<file path="config.mk">
export PLATFORM = sky130hd
export DESIGN_NAME = unit_terminal_flat
export DESIGN_NICKNAME = d
export VERILOG_FILES = /design/src/unit_io_pkg.sv /design/src/unit_io_if.sv /design/src/unit_terminal.sv /design/src/flat_wrapper.sv
export SDC_FILE = /design/constraint.sdc
export NUM_CORES = 1
export LEC_CHECK = 0
export BUFFER_PORTS_ARGS = -buffer_cell sky130_fd_sc_hd__buf_2
export CORE_MARGIN = 3
export CORE_UTILIZATION = 44
export DETAILED_ROUTE_END_ITERATION = 10
export HOLD_SLACK_MARGIN = 0.12
export PLACE_DENSITY = 0.84
export SYNTH_ARGS = -nofsm -noshare
export SYNTH_HDL_FRONTEND = slang
export SYNTH_SLANG_ARGS = --single-unit
</file>
<file path="constraint.sdc">
create_clock -name I_MCLK -period 1.9 [get_ports I_MCLK]
set_input_delay 0.095 -clock I_MCLK [delete_from_list [all_inputs] [get_ports I_MCLK]]
set_output_delay 0.095 -clock I_MCLK [all_outputs]
set_load 0.02 [all_outputs]
</file>
<file path="src/unit_io_pkg.sv">
// unit_io_pkg: shared constants for the unit i/o terminal link
// assumes a single 100 MHz clock domain
package unit_io_pkg;
	localparam int CLK_PERIOD_NS = 10;
	localparam int CYCLE_TIME_NS = 1750;
	localparam int CYCLE_CLKS = CYCLE_TIME_NS / CLK_PERIOD_NS;
	localparam int PHASE_A_CLK = 35;
	localparam int PHASE_FOUR_CLK = 53;
	localparam int PHASE_B_CLK = 140;
	localparam int OPND_W = 16;
	localparam int UNIT_W = 6;
	localparam int WORD_W = 16;
	localparam int INDIRECT_BIT = 5;
	localparam int MAP_BIT = 6;
	localparam int ADDR_W = 14;
	localparam logic [15:0] COND_BUSY = 16'h0001;
	localparam logic [15:0] COND_PARITY = 16'h0002;
	localparam logic [15:0] COND_INOP = 16'h0004;
	localparam logic [15:0] COND_NOT_BUSY = 16'h0008;
	localparam logic [15:0] COND_EOF = 16'h0010;
	localparam logic [15:0] COND_CUSTOM = 16'h0020;
	localparam int COND_BUSY_IDX = 0;
	localparam int COND_PARITY_IDX = 1;
	localparam int COND_INOP_IDX = 2;
	localparam int COND_NOT_BUSY_IDX = 3;
	localparam int COND_EOF_IDX = 4;
	localparam int COND_CUSTOM_IDX = 5;
	localparam int COND_N = 6;
	localparam int DATA_HERE_CLKS = 8;
endpackage

</file>
<file path="src/unit_io_if.sv">
// unit_io_if: signals between mainframe i/o control and unit terminal
// assumes all signals active high, synchronous to one clock
`timescale 1ns/1ps
interface unit_io_if;
	import unit_io_pkg::*;
	logic command_to_unit_instr;
	logic test_unit_instr;
	logic wait_flag;
	logic [UNIT_W-1:0] unit_code;
	logic instr_sync;
	logic phase_pulse_a;
	logic phase_pulse_b;
	logic data_here;
	logic [WORD_W-1:0] io_bus;
	logic unit_test_return;
	logic unit_sync_return;
	logic unit_data_accepted;
	modport host (
		output command_to_unit_instr, test_unit_instr, wait_flag, unit_code,
		output instr_sync, phase_pulse_a, phase_pulse_b, data_here, io_bus,
		input unit_test_return, unit_sync_return, unit_data_accepted
	);
	modport unit (
		input command_to_unit_instr, test_unit_instr, wait_flag, unit_code,
		input instr_sync, phase_pulse_a, phase_pulse_b, data_here, io_bus,
		output unit_test_return, unit_sync_return, unit_data_accepted
	);
endinterface

</file>
<file path="src/unit_terminal.sv">
// unit_terminal: peripheral side data terminal for command and test instructions
// assumes the mainframe end drives the interface; unit logic on plain ports
// Operation
// - mainframe asserts command line during instruction
// - instruction sync releases return flip-flops
// - next phase pulse clocks both; ready sets test
// - skip mode: pulse always sets sync return
// - wait mode: sync return follows test return
// - ready resampled each pulse; test forces sync
// - mainframe skips on test return
// - sync return clears mainframe hold latch
// - data here releases accept flip-flops
// - command ready from instr, select, data here
// - pulse gated out as command strobe
// - unit accept delay is tolerated
// - pulse after accept sets command accept
// - set command accept drives data accepted
// - test operand selects condition to test
// - test instruction always skip mode, ready
// - map bit supplies top address bit
// - test instruction cycle counts
// - sync removal clears both return flip-flops
// - test return on true condition, then accept
`timescale 1ns/1ps
module unit_terminal #(
	parameter logic [5:0] UNIT_NUMBER = 6'h03
) (
	// clock and control
	input wire logic I_MCLK,
	input wire logic I_RESETN,
	input wire logic I_CE,
	// link
	unit_io_if.unit LINK,
	// unit side
	input wire logic I_UNIT_READY,
	input wire logic I_CMD_ACCEPTED,
	input wire logic [unit_io_pkg::COND_N-1:0] I_CONDITIONS,
	output logic O_CMD_READY,
	output logic O_CMD_READY_N,
	output logic O_CMD_STROBE,
	output logic [unit_io_pkg::WORD_W-1:0] O_FUNCTION
);
	import unit_io_pkg::*;

	logic test_return_ff_r;
	logic sync_return_ff_r;
	logic command_accept_ff_r;
	logic data_accept_ff_r;
	logic test_accept_r;
	logic [WORD_W-1:0] function_r;
	logic pulse;
	logic this_unit;
	logic sel;
	logic any_cmd;
	logic cond_true;

	// ************************************************************
	// select and pulse decode
	// ************************************************************
	// pulses as enables
	assign pulse = I_CE && (LINK.phase_pulse_a || LINK.phase_pulse_b);
	assign this_unit = (LINK.unit_code == UNIT_NUMBER);
	assign any_cmd = LINK.command_to_unit_instr || LINK.test_unit_instr;
	assign sel = any_cmd && this_unit && LINK.instr_sync;

	function automatic logic cond_match(input logic [WORD_W-1:0] opnd,
		input logic [COND_N-1:0] c);
		cond_match = |(opnd[COND_N-1:0] & c);
	endfunction
	assign cond_true = cond_match(LINK.io_bus, I_CONDITIONS);

	// ************************************************************
	// test and sync return
	// ************************************************************
	always_ff @(posedge I_MCLK) begin
		if (!I_RESETN || !sel) begin
			test_return_ff_r <= 1'b0;
		end else if (pulse && LINK.command_to_unit_instr && I_UNIT_READY) begin
			test_return_ff_r <= 1'b1;
		end
	end

	always_ff @(posedge I_MCLK) begin
		if (!I_RESETN || !sel) begin
			sync_return_ff_r <= 1'b0;
		end else if (I_CE && test_return_ff_r) begin
			sync_return_ff_r <= 1'b1;
		end else if (pulse && (LINK.test_unit_instr || !LINK.wait_flag)) begin
			sync_return_ff_r <= 1'b1;
		end
	end

	// ************************************************************
	// command transfer
	// ************************************************************
	// command ready decode
	assign O_CMD_READY = LINK.command_to_unit_instr && this_unit && LINK.data_here;
	assign O_CMD_READY_N = !O_CMD_READY;
	assign O_CMD_STROBE = pulse && O_CMD_READY && !command_accept_ff_r;

	always_ff @(posedge I_MCLK) begin
		if (!I_RESETN || !LINK.data_here) begin
			command_accept_ff_r <= 1'b0;
			data_accept_ff_r <= 1'b0;
		end else if (pulse && O_CMD_READY && I_CMD_ACCEPTED) begin
			command_accept_ff_r <= 1'b1;
			data_accept_ff_r <= 1'b1;
		end
	end

	always_ff @(posedge I_MCLK) begin
		if (!I_RESETN) begin
			function_r <= 16'h0000;
		end else if (O_CMD_STROBE) begin
			function_r <= LINK.io_bus;
		end
	end
	assign O_FUNCTION = function_r;

	// ************************************************************
	// test instruction
	// ************************************************************
	always_ff @(posedge I_MCLK) begin
		if (!I_RESETN || !LINK.data_here) begin
			test_accept_r <= 1'b0;
		end else if (pulse && LINK.test_unit_instr && this_unit) begin
			test_accept_r <= 1'b1;
		end
	end

	// ************************************************************
	// returns
	// ************************************************************
	// test forces sync out
	assign LINK.unit_sync_return = sync_return_ff_r || test_return_ff_r;
	assign LINK.unit_test_return = test_return_ff_r ||
		(LINK.test_unit_instr && this_unit && LINK.data_here && cond_true);
	assign LINK.unit_data_accepted = data_accept_ff_r || test_accept_r;
endmodule // unit_terminal

</file>
<file path="src/flat_wrapper.sv">
// flat-port wrapper written by rule: the top's interface ports become plain ports
module unit_terminal_flat import unit_io_pkg::*;
#(
	parameter logic [5:0] UNIT_NUMBER = 6'h03
)
  (I_MCLK, I_RESETN, I_CE, I_UNIT_READY, I_CMD_ACCEPTED, I_CONDITIONS, O_CMD_READY, O_CMD_READY_N, O_CMD_STROBE, O_FUNCTION, LINK_command_to_unit_instr, LINK_test_unit_instr, LINK_wait_flag, LINK_unit_code, LINK_instr_sync, LINK_phase_pulse_a, LINK_phase_pulse_b, LINK_data_here, LINK_io_bus, LINK_unit_test_return, LINK_unit_sync_return, LINK_unit_data_accepted);
  unit_io_if LINK_i ();
  input wire logic I_MCLK;
  input wire logic I_RESETN;
  input wire logic I_CE;
  input wire logic I_UNIT_READY;
  input wire logic I_CMD_ACCEPTED;
  input wire logic [unit_io_pkg::COND_N-1:0] I_CONDITIONS;
  output logic O_CMD_READY;
  output logic O_CMD_READY_N;
  output logic O_CMD_STROBE;
  output logic [unit_io_pkg::WORD_W-1:0] O_FUNCTION;
  input wire logic [$bits(LINK_i.command_to_unit_instr)-1:0] LINK_command_to_unit_instr;
  input wire logic [$bits(LINK_i.test_unit_instr)-1:0] LINK_test_unit_instr;
  input wire logic [$bits(LINK_i.wait_flag)-1:0] LINK_wait_flag;
  input wire logic [$bits(LINK_i.unit_code)-1:0] LINK_unit_code;
  input wire logic [$bits(LINK_i.instr_sync)-1:0] LINK_instr_sync;
  input wire logic [$bits(LINK_i.phase_pulse_a)-1:0] LINK_phase_pulse_a;
  input wire logic [$bits(LINK_i.phase_pulse_b)-1:0] LINK_phase_pulse_b;
  input wire logic [$bits(LINK_i.data_here)-1:0] LINK_data_here;
  input wire logic [$bits(LINK_i.io_bus)-1:0] LINK_io_bus;
  output wire logic [$bits(LINK_i.unit_test_return)-1:0] LINK_unit_test_return;
  output wire logic [$bits(LINK_i.unit_sync_return)-1:0] LINK_unit_sync_return;
  output wire logic [$bits(LINK_i.unit_data_accepted)-1:0] LINK_unit_data_accepted;
  assign LINK_i.command_to_unit_instr = LINK_command_to_unit_instr;
  assign LINK_i.test_unit_instr = LINK_test_unit_instr;
  assign LINK_i.wait_flag = LINK_wait_flag;
  assign LINK_i.unit_code = LINK_unit_code;
  assign LINK_i.instr_sync = LINK_instr_sync;
  assign LINK_i.phase_pulse_a = LINK_phase_pulse_a;
  assign LINK_i.phase_pulse_b = LINK_phase_pulse_b;
  assign LINK_i.data_here = LINK_data_here;
  assign LINK_i.io_bus = LINK_io_bus;
  assign LINK_unit_test_return = LINK_i.unit_test_return;
  assign LINK_unit_sync_return = LINK_i.unit_sync_return;
  assign LINK_unit_data_accepted = LINK_i.unit_data_accepted;
  unit_terminal #(.UNIT_NUMBER(UNIT_NUMBER)) u_core (.I_MCLK(I_MCLK), .I_RESETN(I_RESETN), .I_CE(I_CE), .LINK(LINK_i), .I_UNIT_READY(I_UNIT_READY), .I_CMD_ACCEPTED(I_CMD_ACCEPTED), .I_CONDITIONS(I_CONDITIONS), .O_CMD_READY(O_CMD_READY), .O_CMD_READY_N(O_CMD_READY_N), .O_CMD_STROBE(O_CMD_STROBE), .O_FUNCTION(O_FUNCTION));
endmodule
</file>
* Word-level counts from Yosys, hierarchy flattened
Cells that the tools add are included.
Widths: inputs -> output; s select.
** Storage, ports and cells
- Bits of input ports :: 40
- Memory bits (writable) :: 0
- Memories :: 0
- Logic and storage cells :: 42
- Memory bits (read-only) :: 0
- Register bits after elaboration :: 20
- Bits in latches :: 0
- Output and inout bits :: 22
** Operators by class
- Equal/unequal tests :: 1
- Reductions and logical operators :: 33
- Add/subtract/negate cells :: 0
- Bitwise operators :: 1
- Multipliers :: 0
- Div/mod/pow operators :: 0
- Order comparisons :: 0
- Shift operators :: 0
- Multiplexer cells :: 2
** Operators with widths (number)
- $logic_and 1x1->1 :: 17
- $logic_or 1x1->1 :: 8
- $and 6x6->6 :: 1
- $eq 6x2->1 const B :: 1
- $logic_not 1->1 :: 6
- $reduce_or 6->1 :: 1
- $mux 1 :: 2
- $reduce_bool 2->1 :: 1

* Depth between registers and ports, before layout
Gate-level depths: netlist (run 1).
- Depth in word-level cells :: 5
- Mapped depth :: 5
- Mapped depth without buffers :: 3

* Least setup slack after synthesis (run 1)
No wires, ideal clock.
- Kind :: register to register
- Start point :: register u_core.command_accept_ff_r
- End point :: register u_core.function_r[10], in the netlist u_core.O_FUNCTION[10]
- Library setup time :: 72 ps
- Arrival time :: 1133 ps
- Buffers on the path :: 2
- Data required time :: 1828 ps
- Clock period less this slack :: 1205 ps
- Slack :: 695 ps
- Cell stages (with the launch flop) :: 6
- Cell sequence :: dfxtp_1 > and2b_2 > and4_4 > buf_12 > buf_12 > mux2i_1
** On the way
- Longest elaborated chain between the ends :: 2
** RTL lines
- from (decl) :: line unit_terminal.sv:47 : logic command_accept_ff_r;
- from (signal assigned) :: line unit_terminal.sv:103 : command_accept_ff_r <= 1'b0;
- from (signal assigned) :: line unit_terminal.sv:106 : command_accept_ff_r <= 1'b1;
- $logic_not 1->1 :: line unit_terminal.sv:99 : assign O_CMD_STROBE = pulse && O_CMD_READY && !command_accept_ff_r;
- $logic_and 1x1->1 :: line unit_terminal.sv:99
- net O_CMD_STROBE :: line flat_wrapper.sv:16 : output logic O_CMD_STROBE;
- to (signal assigned) :: line unit_terminal.sv:115 : function_r <= LINK.io_bus;
- to (decl) :: line unit_terminal.sv:50 : logic [WORD_W-1:0] function_r;
The timed path passes the listed nets, and every way through them passes these cells.
A chain may end at the register's enable or synchronous reset.

* Worst setup path in the final report (run 1)
- Start point :: input LINK_data_here
- End point :: output O_CMD_STROBE
** On the way
- Longest elaborated chain between the ends :: 3
** RTL lines
- from (decl) :: line flat_wrapper.sv:25 : input wire logic [$bits(LINK_i.data_here)-1:0] LINK_data_here;
- $logic_and 1x1->1 :: line unit_terminal.sv:97 : assign O_CMD_READY = LINK.command_to_unit_instr && this_unit && LINK.data_here;
- $logic_and 1x1->1 (2 in a row) :: line unit_terminal.sv:99
- to (decl) :: line flat_wrapper.sv:16
No other way between the ends.

==> results of run 1 <==
## worst min-delay path by stage
stage | from | end
2_1_floorplan | LINK_data_here | u_core.test_accept_r
6_report | LINK_test_unit_instr | u_core.test_accept_r
3_3_place_gp | LINK_io_bus[6] | u_core.O_FUNCTION[6]
5_1_grt | LINK_test_unit_instr | u_core.test_accept_r
4_1_cts | I_CE | u_core.sync_return_ff_r
3_5_place_dp | LINK_io_bus[13] | u_core.O_FUNCTION[13]
## worst max-delay path: cells and delay by family
kind,cells,cell delay [ps]
buffers and inverters,3,880
AND/OR/NAND/NOR,2,660
## state kept, by name, summed over array words and instances (netlist names)
signal and flops:
u_core.O_FUNCTION 16, u_core.command_accept_ff_r 1, u_core.sync_return_ff_r 1, u_core.test_accept_r 1
u_core.test_return_ff_r 1
## synth_stat cells, drive strengths merged
library cell	n
a22oi	3
inv	2
nand3	4
or2	2
a41o	1
a21oi	2
nand4	1
o21a	1
nand2	33
nor2	3
buf	2
and4bb	1
o21ai	2
dfxtp	20
nor3b	1
a31oi	1
and4	1
clkbuf	4
o211a	1
mux2i	16
a41oi	1
and2b	1
## per-layer routing
metal	routed length [µm]	GRT usage, %	part of all wire [%]	vias to the layer above
li1	-	-	-	510
met5	0	0	0	-
met3	161	2.58	6.3	6
met4	48	9.17	1.9	0
met1	998	20.5	39	453
met2	1360	38.1	53	42
## layout make-up
type | instances | area (µm²) | area share (%)
Clock buffer | 3 | 22.5 | 1.56
Inverter | 2 | 7.51 | 0.521
Multi-Input combinational cell | 75 | 472 | 32.7
Sequential cell | 20 | 400 | 27.8
Tap cell | 27 | 33.8 | 2.34
Timing Repair Buffer | 81 | 505 | 35.1
## cells by family after synthesis
family                 after synthesis  share of synthesized area [%]
buffers and inverters                8                           6.69
AOI/OAI and AO/OA                   12                           9.24
DFF                                 20                           42.8
and+or+nand+nor                     47                           24.1
muxes                               16                           17.1
## stage by stage
| step | instances | instance area [µm²] | utilization (%) |
|---|---|---|---|
| floorplan | 103 | 935 | - |
| global placement | 185 | 1220 | 61.5 |
| detailed placement | 185 | 1220 | 61.5 |
| CTS | 208 | 1440 | 72.7 |
| global route | 208 | 1440 | 72.7 |
| finish | 208 | 1440 | 72.7 |
## power by group
| part | internal (mW) | switching (mW) | leakage (nW) |
|---|---|---|---|
| clock network | 0.0734 | 0.111 | 0.0138 |
| registers | 0.419 | 0.000206 | 0.161 |
| logic | 0.0689 | 0.0471 | 0.520 |
## placed cells by master, fill, tap and decap left out
master / count
a21oi_1: 2
dlygate4sd3_1: 20
a41oi_1: 1
o21ai_0: 2
dfxtp_1: 20
a31oi_1: 1
buf_2: 61
or2_2: 2
nor2_1: 3
mux2i_1: 16
a22oi_1: 3
clkbuf_4: 3
nor3b_4: 1
and2b_2: 1
nand3_1: 4
and4_4: 1
nand2_1: 33
and4bb_2: 1
o21a_1: 1
inv_1: 2
nand4_1: 1
a41o_2: 1
o211a_1: 1
## what timing repair did
action / in CTS / in global routing
hold endpoints to repair: 19 / 0
setup buffers: 0 / 0
hold buffers: 20 / 0
==> results.toml, run 1 <==
[clocking]
cts_root_buf = "clkbuf_4"
insertion_delay_ps = 280
cts_resized = 0
cts-buffers-inserted = 3
clk_pin_slew_ps = 100
max-clock-path-buffers = 2
cts_htree_levels = 1
tritoncts = "done"
clkSinkCount = 20

[timing]
worst_pin_slew_ps = 560
hold_viol_final = 0
rsz0062_at_grt = "false"
layout_setup_ws_ps = 162
finalSetupTns_ps = 0
final_max_slew_viol_count = 0
worst_hold_slack_ps = 147
timing.final.setup_violations = 0
finClkSkew_ps = 7.92
timing.slew.headroom_pct = 62.7
final_min_period_over_clock_period_pct = 91.5
post_layout_minimum_cycle_time_ps = 1740
timing.fmax_mhz = 575

[power_and_ir_drop]
vdd_ir_drop_max_uv = 397
total_power_mw = 0.720
power.density_cell_area_nw_per_um2 = 500
leakage_nw = 0.695

[placed_design]
pre_cts_ws_ps = 606
post-dp-hpwl_um = 1890
gp_routability_congestion = 0.817
number_of_port_buffers = 61

[logic_synthesis]
yosys.cell_types.count = 22
ys_seq_elements = 20
netlist_top_cells_area = "dfxtp_1 (43%), mux2i_1 (17%), nand2_1 (13%), buf_12 (4.3%), a22oi_1 (2.4%)"
synth_cells = 103
post_synth_instance_area_um2 = 935
synth_sequential_area_ratio_pct = 42.8
syn_avg_cell_area_um2 = 9.07
synth_fp_nets = 143
synth_area_leader_cell = "dfxtp_1"
yosysTopAreaCellShare_pct = 42.8
ys_warn_count = 0

[drt]
drt_pre_antenna_iters = 4
routed_wl_um = 2570
antenna_violating_nets_remaining = 0
average_via_count_per_standard_cell = 4.86
num_vias = 1011
routedWlPerCell_um = 12.3
initialDrtViolationCount = 17
residual_drc = 0

[grt]
grt_first_pass_wirelength_um = 4040
groute.usage.overall_pct = 19.7
grt_remaining_overflow = 0
first_global_vias = 996
grt_max_degree = 37
antenna_found_initial = 0

[setup_path]
setup.reg_to_reg.worst_slack_ps = 630
critical-path-top-cell-by-count = "buf_2"
slowest_cell_on_crit_path = "dlygate4sd3_1"
timing.setup.critical_path_class = "in2out"
crit_path_max_fanout = 17
slowest_delay_ps = 520
cp-endpoint = "O_CMD_STROBE"
worstRegToRegCells = 3
timing.critical_path.arrival_ps = 1640
worstSetupEndpointType = "primary output"
r2r_end = "u_core.O_FUNCTION[14]"
worstSetupStartpoint = "LINK_data_here"
worst_setup_path_start_kind = "input pin"
rr_startpoint = "u_core.command_accept_ff_r"
critPathRequiredTime_ps = 1800
worstPathCellList = "dlygate4sd3_1 > buf_2 > nor3b_4 > and4_4 > buf_2"

[floorplanning]
core_area_um2 = 1980
initial_utilization_pct = 47.2
pin_count = 62
die_y_um = 52.1
full_die_area_um2 = 2710
fp-row-count = 16
die_w_um = 52.1

[run]
maxCapViolCount = 0

[cells_and_area]
antenna_cells = 0
final_nets = 223
layout-area-overhead-vs-synth_pct = 54.2
fillers = 149
layout-drive-gt1-share_pct = 39.2

[status]
run_status = "completed"

[min_path]
worstHoldPathType = "in2reg"
worst_hold_path.num_cells = 3
Power figures use the tool's default switching activity.
==> run 2: changes to the inputs <==
==> constraint.sdc (replaced) <==
create_clock -name I_MCLK -period 1.9 [get_ports I_MCLK]
set_input_delay 0.19 -clock I_MCLK [delete_from_list [all_inputs] [get_ports I_MCLK]]
set_output_delay 0.19 -clock I_MCLK [all_outputs]
set_load 0.02 [all_outputs]
==> run 2 against run 1 <==
Against the previous run:
- via count down 8.1%
- sequential share of layout area up 2.4 points
- maximum frequency up 3.8%
- routed wire length down 7.6%
==> results.toml, run 2 (synthesis gave the netlist of run 1 again) <==
[status]
run_status = "completed"

[cells_and_area]
finish.instance_area_um2 = 1330
antenna_cells = 0
most-common-layout-cells = "buf_2 (61), nand2_1 (33), dfxtp_1 (20), mux2i_1 (16), dlygate4sd3_1 (5)"
final-instance-count-excl-fill = 195
post-route-util_pct = 67.0
largest_register_ffs = 16
final_nets = 209
layout-area-overhead-vs-synth_pct = 42.2
layout-drive-gt1-share_pct = 43.5
final_common_cell = "buf_2"

[setup_path]
slowest_cell_on_crit_path = "and4_4"
slowest_delay_ps = 420
timing.setup.critical_path_class = "reg2out"
worstRegToRegCells = 3
worstSetupEndpointType = "primary output"
cp.buffers_inverters = 1
r2r_end = "u_core.O_FUNCTION[14]"
critPathRequiredTime_ps = 1710
rr_startpoint = "u_core.command_accept_ff_r"
cpLargestDelayFamily = "simple AND/OR/NAND/NOR gates"
worstPathCellList = "and2b_2 > and4_4 > buf_2"
worst_setup_path_start_kind = "flip-flop"
timing.critical_path.arrival_ps = 1490
crit_path_max_fanout = 17
setup.reg_to_reg.worst_slack_ps = 630

[placed_design]
pre_cts_ws_ps = 420
post-place-cells = 186
post-dp-hpwl_um = 1810
detailed_place.area_um2 = 1230
number_of_port_buffers = 61
gp_routability_congestion = 0.825

[min_path]
worstHoldPathType = "in2reg"
hold_path_startpoint = "LINK_io_bus[9]"
whs_endpoint = "u_core.O_FUNCTION[9]"
worst_hold_path.num_cells = 3

[clocking]
cts_resized = 0
post_cts_buffers = 0
tritoncts = "done"
cts_htree_levels = 1
cts-hold-fix-buffers = 5
cts-buffers-inserted = 3
cts_root_buf = "clkbuf_4"
insertion_delay_ps = 300
clk_pin_slew_ps = 120
clkSinkCount = 20
max-clock-path-buffers = 2

[grt]
antenna_found_initial = 0
grtUsageMet3_pct = 2.29
grt-busiest-layer = "met2"
groute.usage.overall_pct = 17.5
grt_first_pass_wirelength_um = 3570
grt_remaining_overflow = 0
global_routing_met2_resource_utilization_pct = 31.6
first_global_vias = 863
grt.met1_usage_pct = 20.5
grt_max_degree = 20

[drt]
initialDrtViolationCount = 15
routed_wl_um = 2370
residual_drc = 0
average_via_count_per_standard_cell = 4.76
drt_pre_antenna_iters = 4
antenna_violating_nets_remaining = 0
routedWlPerCell_um = 12.2
num_vias = 929

[power_and_ir_drop]
share_comb_of_total_power_pct = 11.0
cell_internal_pwr_mw = 0.683
power.sequential.fraction_pct = 49.1
power.density_cell_area_nw_per_um2 = 644
vdd_ir_drop_max_uv = 470
netSwitchingFraction_pct = 20.1
leakage_nw = 0.653
clock_power_share_pct = 39.9
power_switching_mw = 0.172

[timing]
post_layout_minimum_cycle_time_ps = 1680
finalSetupTns_ps = 0
worst_pin_slew_ps = 300
finClkSkew_ps = 9.80
hold_viol_final = 0
timing.fmax_mhz = 597
timing.slew.headroom_pct = 80.0
final_max_slew_viol_count = 0
rsz0062_at_grt = "false"
layout_setup_ws_ps = 225
timing.final.setup_violations = 0
final_min_period_over_clock_period_pct = 88.2

[floorplanning]
die_w_um = 52.1
die_y_um = 52.1
full_die_area_um2 = 2710
core_area_um2 = 1980
fp-row-count = 16
initial_utilization_pct = 47.2
pin_count = 62

[run]
maxCapViolCount = 0
==> run 2: changes by cell type in the layout (fill, tap and decap cells not counted) <==
cell / before / now
bufinv_16: 0 / 1
buf_4: 0 / 1
dlygate4sd3_1: 20 / 5
==> run 2: power by group through the flow <==
stage	clock network, mW	registers (mW)	logic [mW]
finish	0.341	0.420	0.0944
global route	0.367	0.420	0.104
CTS	0.352	0.420	0.0939
detailed placement	0	0.429	0.0851
global placement	0	0.429	0.0819
floorplan	0	0.430	0.0338
==> run 2: stage by stage <==
stage / total power, mW / hold WS, ps
2_1_floorplan: 0.463 / 318
3_3_place_gp: 0.511 / 438
3_5_place_dp: 0.514 / 443
4_1_cts: 0.865 / 124
5_1_grt: 0.892 / 133
6_report: 0.855 / 130
==> run 2: worst max-delay path by stage <==
stage                            endpoint  cells past startpoint                        from
finish                       O_CMD_STROBE                      3  u_core.command_accept_ff_r
global route                 O_CMD_STROBE                      3  u_core.command_accept_ff_r
floorplan           u_core.O_FUNCTION[10]                      5           LINK_unit_code[2]
detailed placement           O_CMD_STROBE                      4           LINK_unit_code[2]
CTS                          O_CMD_STROBE                      3  u_core.command_accept_ff_r
global placement             O_CMD_STROBE                      4           LINK_unit_code[2]
==> run 2: cell type report <==
type / count / area, µm²
Clock buffer: 3 / 22.5
Clock inverter: 1 / 30.0
Fill cell: 163 / 653
Inverter: 2 / 7.51
Multi-Input combinational cell: 75 / 472
Sequential cell: 20 / 400
Tap cell: 27 / 33.8
Timing Repair Buffer: 67 / 363
==> run 2: layer usage <==
layer	vias up	wire length (µm)
li1	481	-
met2	32	1180
met1	414	1010
met3	2	164
met4	0	17
met5	-	0
==> run 2: tightest hold or removal path, delay by kind of cell <==
kind / cells / cell delay (ps)
buffers and inverters: 1 / 100
muxes: 1 / 60
and+or+nand+nor: 1 / 50
==> run 3: changes to the inputs <==
--- a/config.mk
+++ b/config.mk
@@ -6,11 +6,12 @@
 export NUM_CORES = 1
 export LEC_CHECK = 0
 export BUFFER_PORTS_ARGS = -buffer_cell sky130_fd_sc_hd__buf_2
-export CORE_MARGIN = 3
+export CORE_MARGIN = 1.5
 export CORE_UTILIZATION = 44
 export DETAILED_ROUTE_END_ITERATION = 10
 export HOLD_SLACK_MARGIN = 0.12
 export PLACE_DENSITY = 0.84
+export REMOVE_ABC_BUFFERS = 1
 export SYNTH_ARGS = -nofsm -noshare
 export SYNTH_HDL_FRONTEND = slang
 export SYNTH_SLANG_ARGS = --single-unit
==> run 3 against run 2 <==
Against the previous run:
- routed wire length decreased by 1.5%
- non-clock buffer count decreased by 2
- flip-flop and latch count unchanged
- first-iteration DRC count increased by 73%
- critical endpoint unchanged
==> results.toml, run 3 (synthesis gave the netlist of run 1 again) <==
[drt]
residual_drc = 0
average_via_count_per_standard_cell = 4.90
routedWlPerCell_um = 12.1
drt_pre_antenna_iters = 4
antenna_violating_nets_remaining = 0
initialDrtViolationCount = 26
routed_wl_um = 2340
num_vias = 946

[power_and_ir_drop]
power_switching_mw = 0.171
netSwitchingFraction_pct = 20.1
power.sequential.fraction_pct = 49.3
vdd_ir_drop_max_uv = 452
share_comb_of_total_power_pct = 10.6
power.density_cell_area_nw_per_um2 = 650
clock_power_share_pct = 40.1
cell_internal_pwr_mw = 0.681
leakage_nw = 0.644

[min_path]
worstHoldPathType = "in2reg"

[floorplanning]
pin_count = 62
initial_utilization_pct = 47.2
full_die_area_um2 = 2410
die_w_um = 49.1
core_area_um2 = 1980
die_y_um = 49.1
fp-row-count = 16

[setup_path]
timing.setup.critical_path_class = "reg2out"
timing.critical_path.arrival_ps = 1500
critPathRequiredTime_ps = 1710
worst_setup_path_start_kind = "flip-flop"
worstSetupEndpointType = "primary output"
crit_path_max_fanout = 17

[cells_and_area]
most-common-layout-cells = "buf_2 (61), nand2_1 (33), dfxtp_1 (20), mux2i_1 (16)"
layout-area-overhead-vs-synth_pct = 40.3
final-instance-count-excl-fill = 193
final_common_cell = "buf_2"
layout-drive-gt1-share_pct = 43.4
largest_register_ffs = 16
final_nets = 207
antenna_cells = 0

[timing]
layout_setup_ws_ps = 208
worst_hold_slack_ps = 130
timing.final.setup_violations = 0
timing.slew.headroom_pct = 63.1
final_max_slew_viol_count = 0
rsz0062_at_grt = "false"
post_layout_minimum_cycle_time_ps = 1690
finClkSkew_ps = 6.43
timing.fmax_mhz = 591
final_min_period_over_clock_period_pct = 89.1
hold_viol_final = 0
finalSetupTns_ps = 0
worst_pin_slew_ps = 554

[placed_design]
pre_cts_ws_ps = 430
number_of_port_buffers = 61
post-dp-hpwl_um = 1800
post-place-cells = 185
gp_routability_congestion = 0.880

[grt]
grt_max_degree = 37
first_global_vias = 898
groute.usage.overall_pct = 19.0
grt_first_pass_wirelength_um = 3530
antenna_found_initial = 0
grt_remaining_overflow = 0

[clocking]
cts_htree_levels = 1
insertion_delay_ps = 300
cts_resized = 0
clk_pin_slew_ps = 110
cts-buffers-inserted = 3
post_cts_buffers = 0
cts-hold-fix-buffers = 1
cts_root_buf = "clkbuf_4"
max-clock-path-buffers = 2
tritoncts = "done"
clkSinkCount = 20

[status]
run_status = "completed"

[run]
maxCapViolCount = 0
-- run 3: metal layers --
metal / up-vias / global-route usage (%) / share of wire (%)
met3: 2 / 3.07 / 3.4
met4: 0 / 10.5 / 0.90
met5: - / 0 / 0
met1: 442 / 18.3 / 40
met2: 25 / 37.4 / 55
li1: 477 / - / -
-- run 3: critical path: stages, from the launching register on --
cell and delay [ps]:
dfxtp_1 340, and2b_2 200, and4_4 430, buf_2 230
-- run 3: worst paths after layout --
check | from | endpoint | slack (ps) | cells after the start
max | u_core.command_accept_ff_r | O_CMD_STROBE | 210 | 3
min | LINK_io_bus[12] | u_core.O_FUNCTION[12] | 130 | 3
max reg2reg | u_core.command_accept_ff_r | u_core.O_FUNCTION[10] | 600 | 3
min reg2reg | u_core.O_FUNCTION[12] | u_core.O_FUNCTION[12] | 470 | 2
-- run 3: power by group through the flow --
stage                     sequential, mW  combinational [mW]  clock, mW
after floorplan                    0.430              0.0242          0
after CTS                          0.420              0.0855      0.350
after detailed placement           0.429              0.0829          0
after global routing               0.420              0.0990      0.373
after global placement             0.429              0.0799          0
final                              0.420              0.0906      0.342
-- run 3: per-stage QoR --
step | util, % | total power [mW] | instance area [µm²]
final | 66.2 | 0.852 | 1310
after global routing | 66.2 | 0.891 | 1310
after CTS | 64.6 | 0.856 | 1280
after detailed placement | 61.5 | 0.512 | 1220
after global placement | 61.5 | 0.509 | 1220
after floorplan | - | 0.454 | 880
-- run 3: layout make-up --
cell class                 instances  area [µm²]
fill                             166         671
sequential                        20         400
multi-input combinational         75         472
inverter                           2        7.51
clock buffer                       3        22.5
tap                               27        33.8
clock inverter                     1        30.0
timing repair buffer              65         345
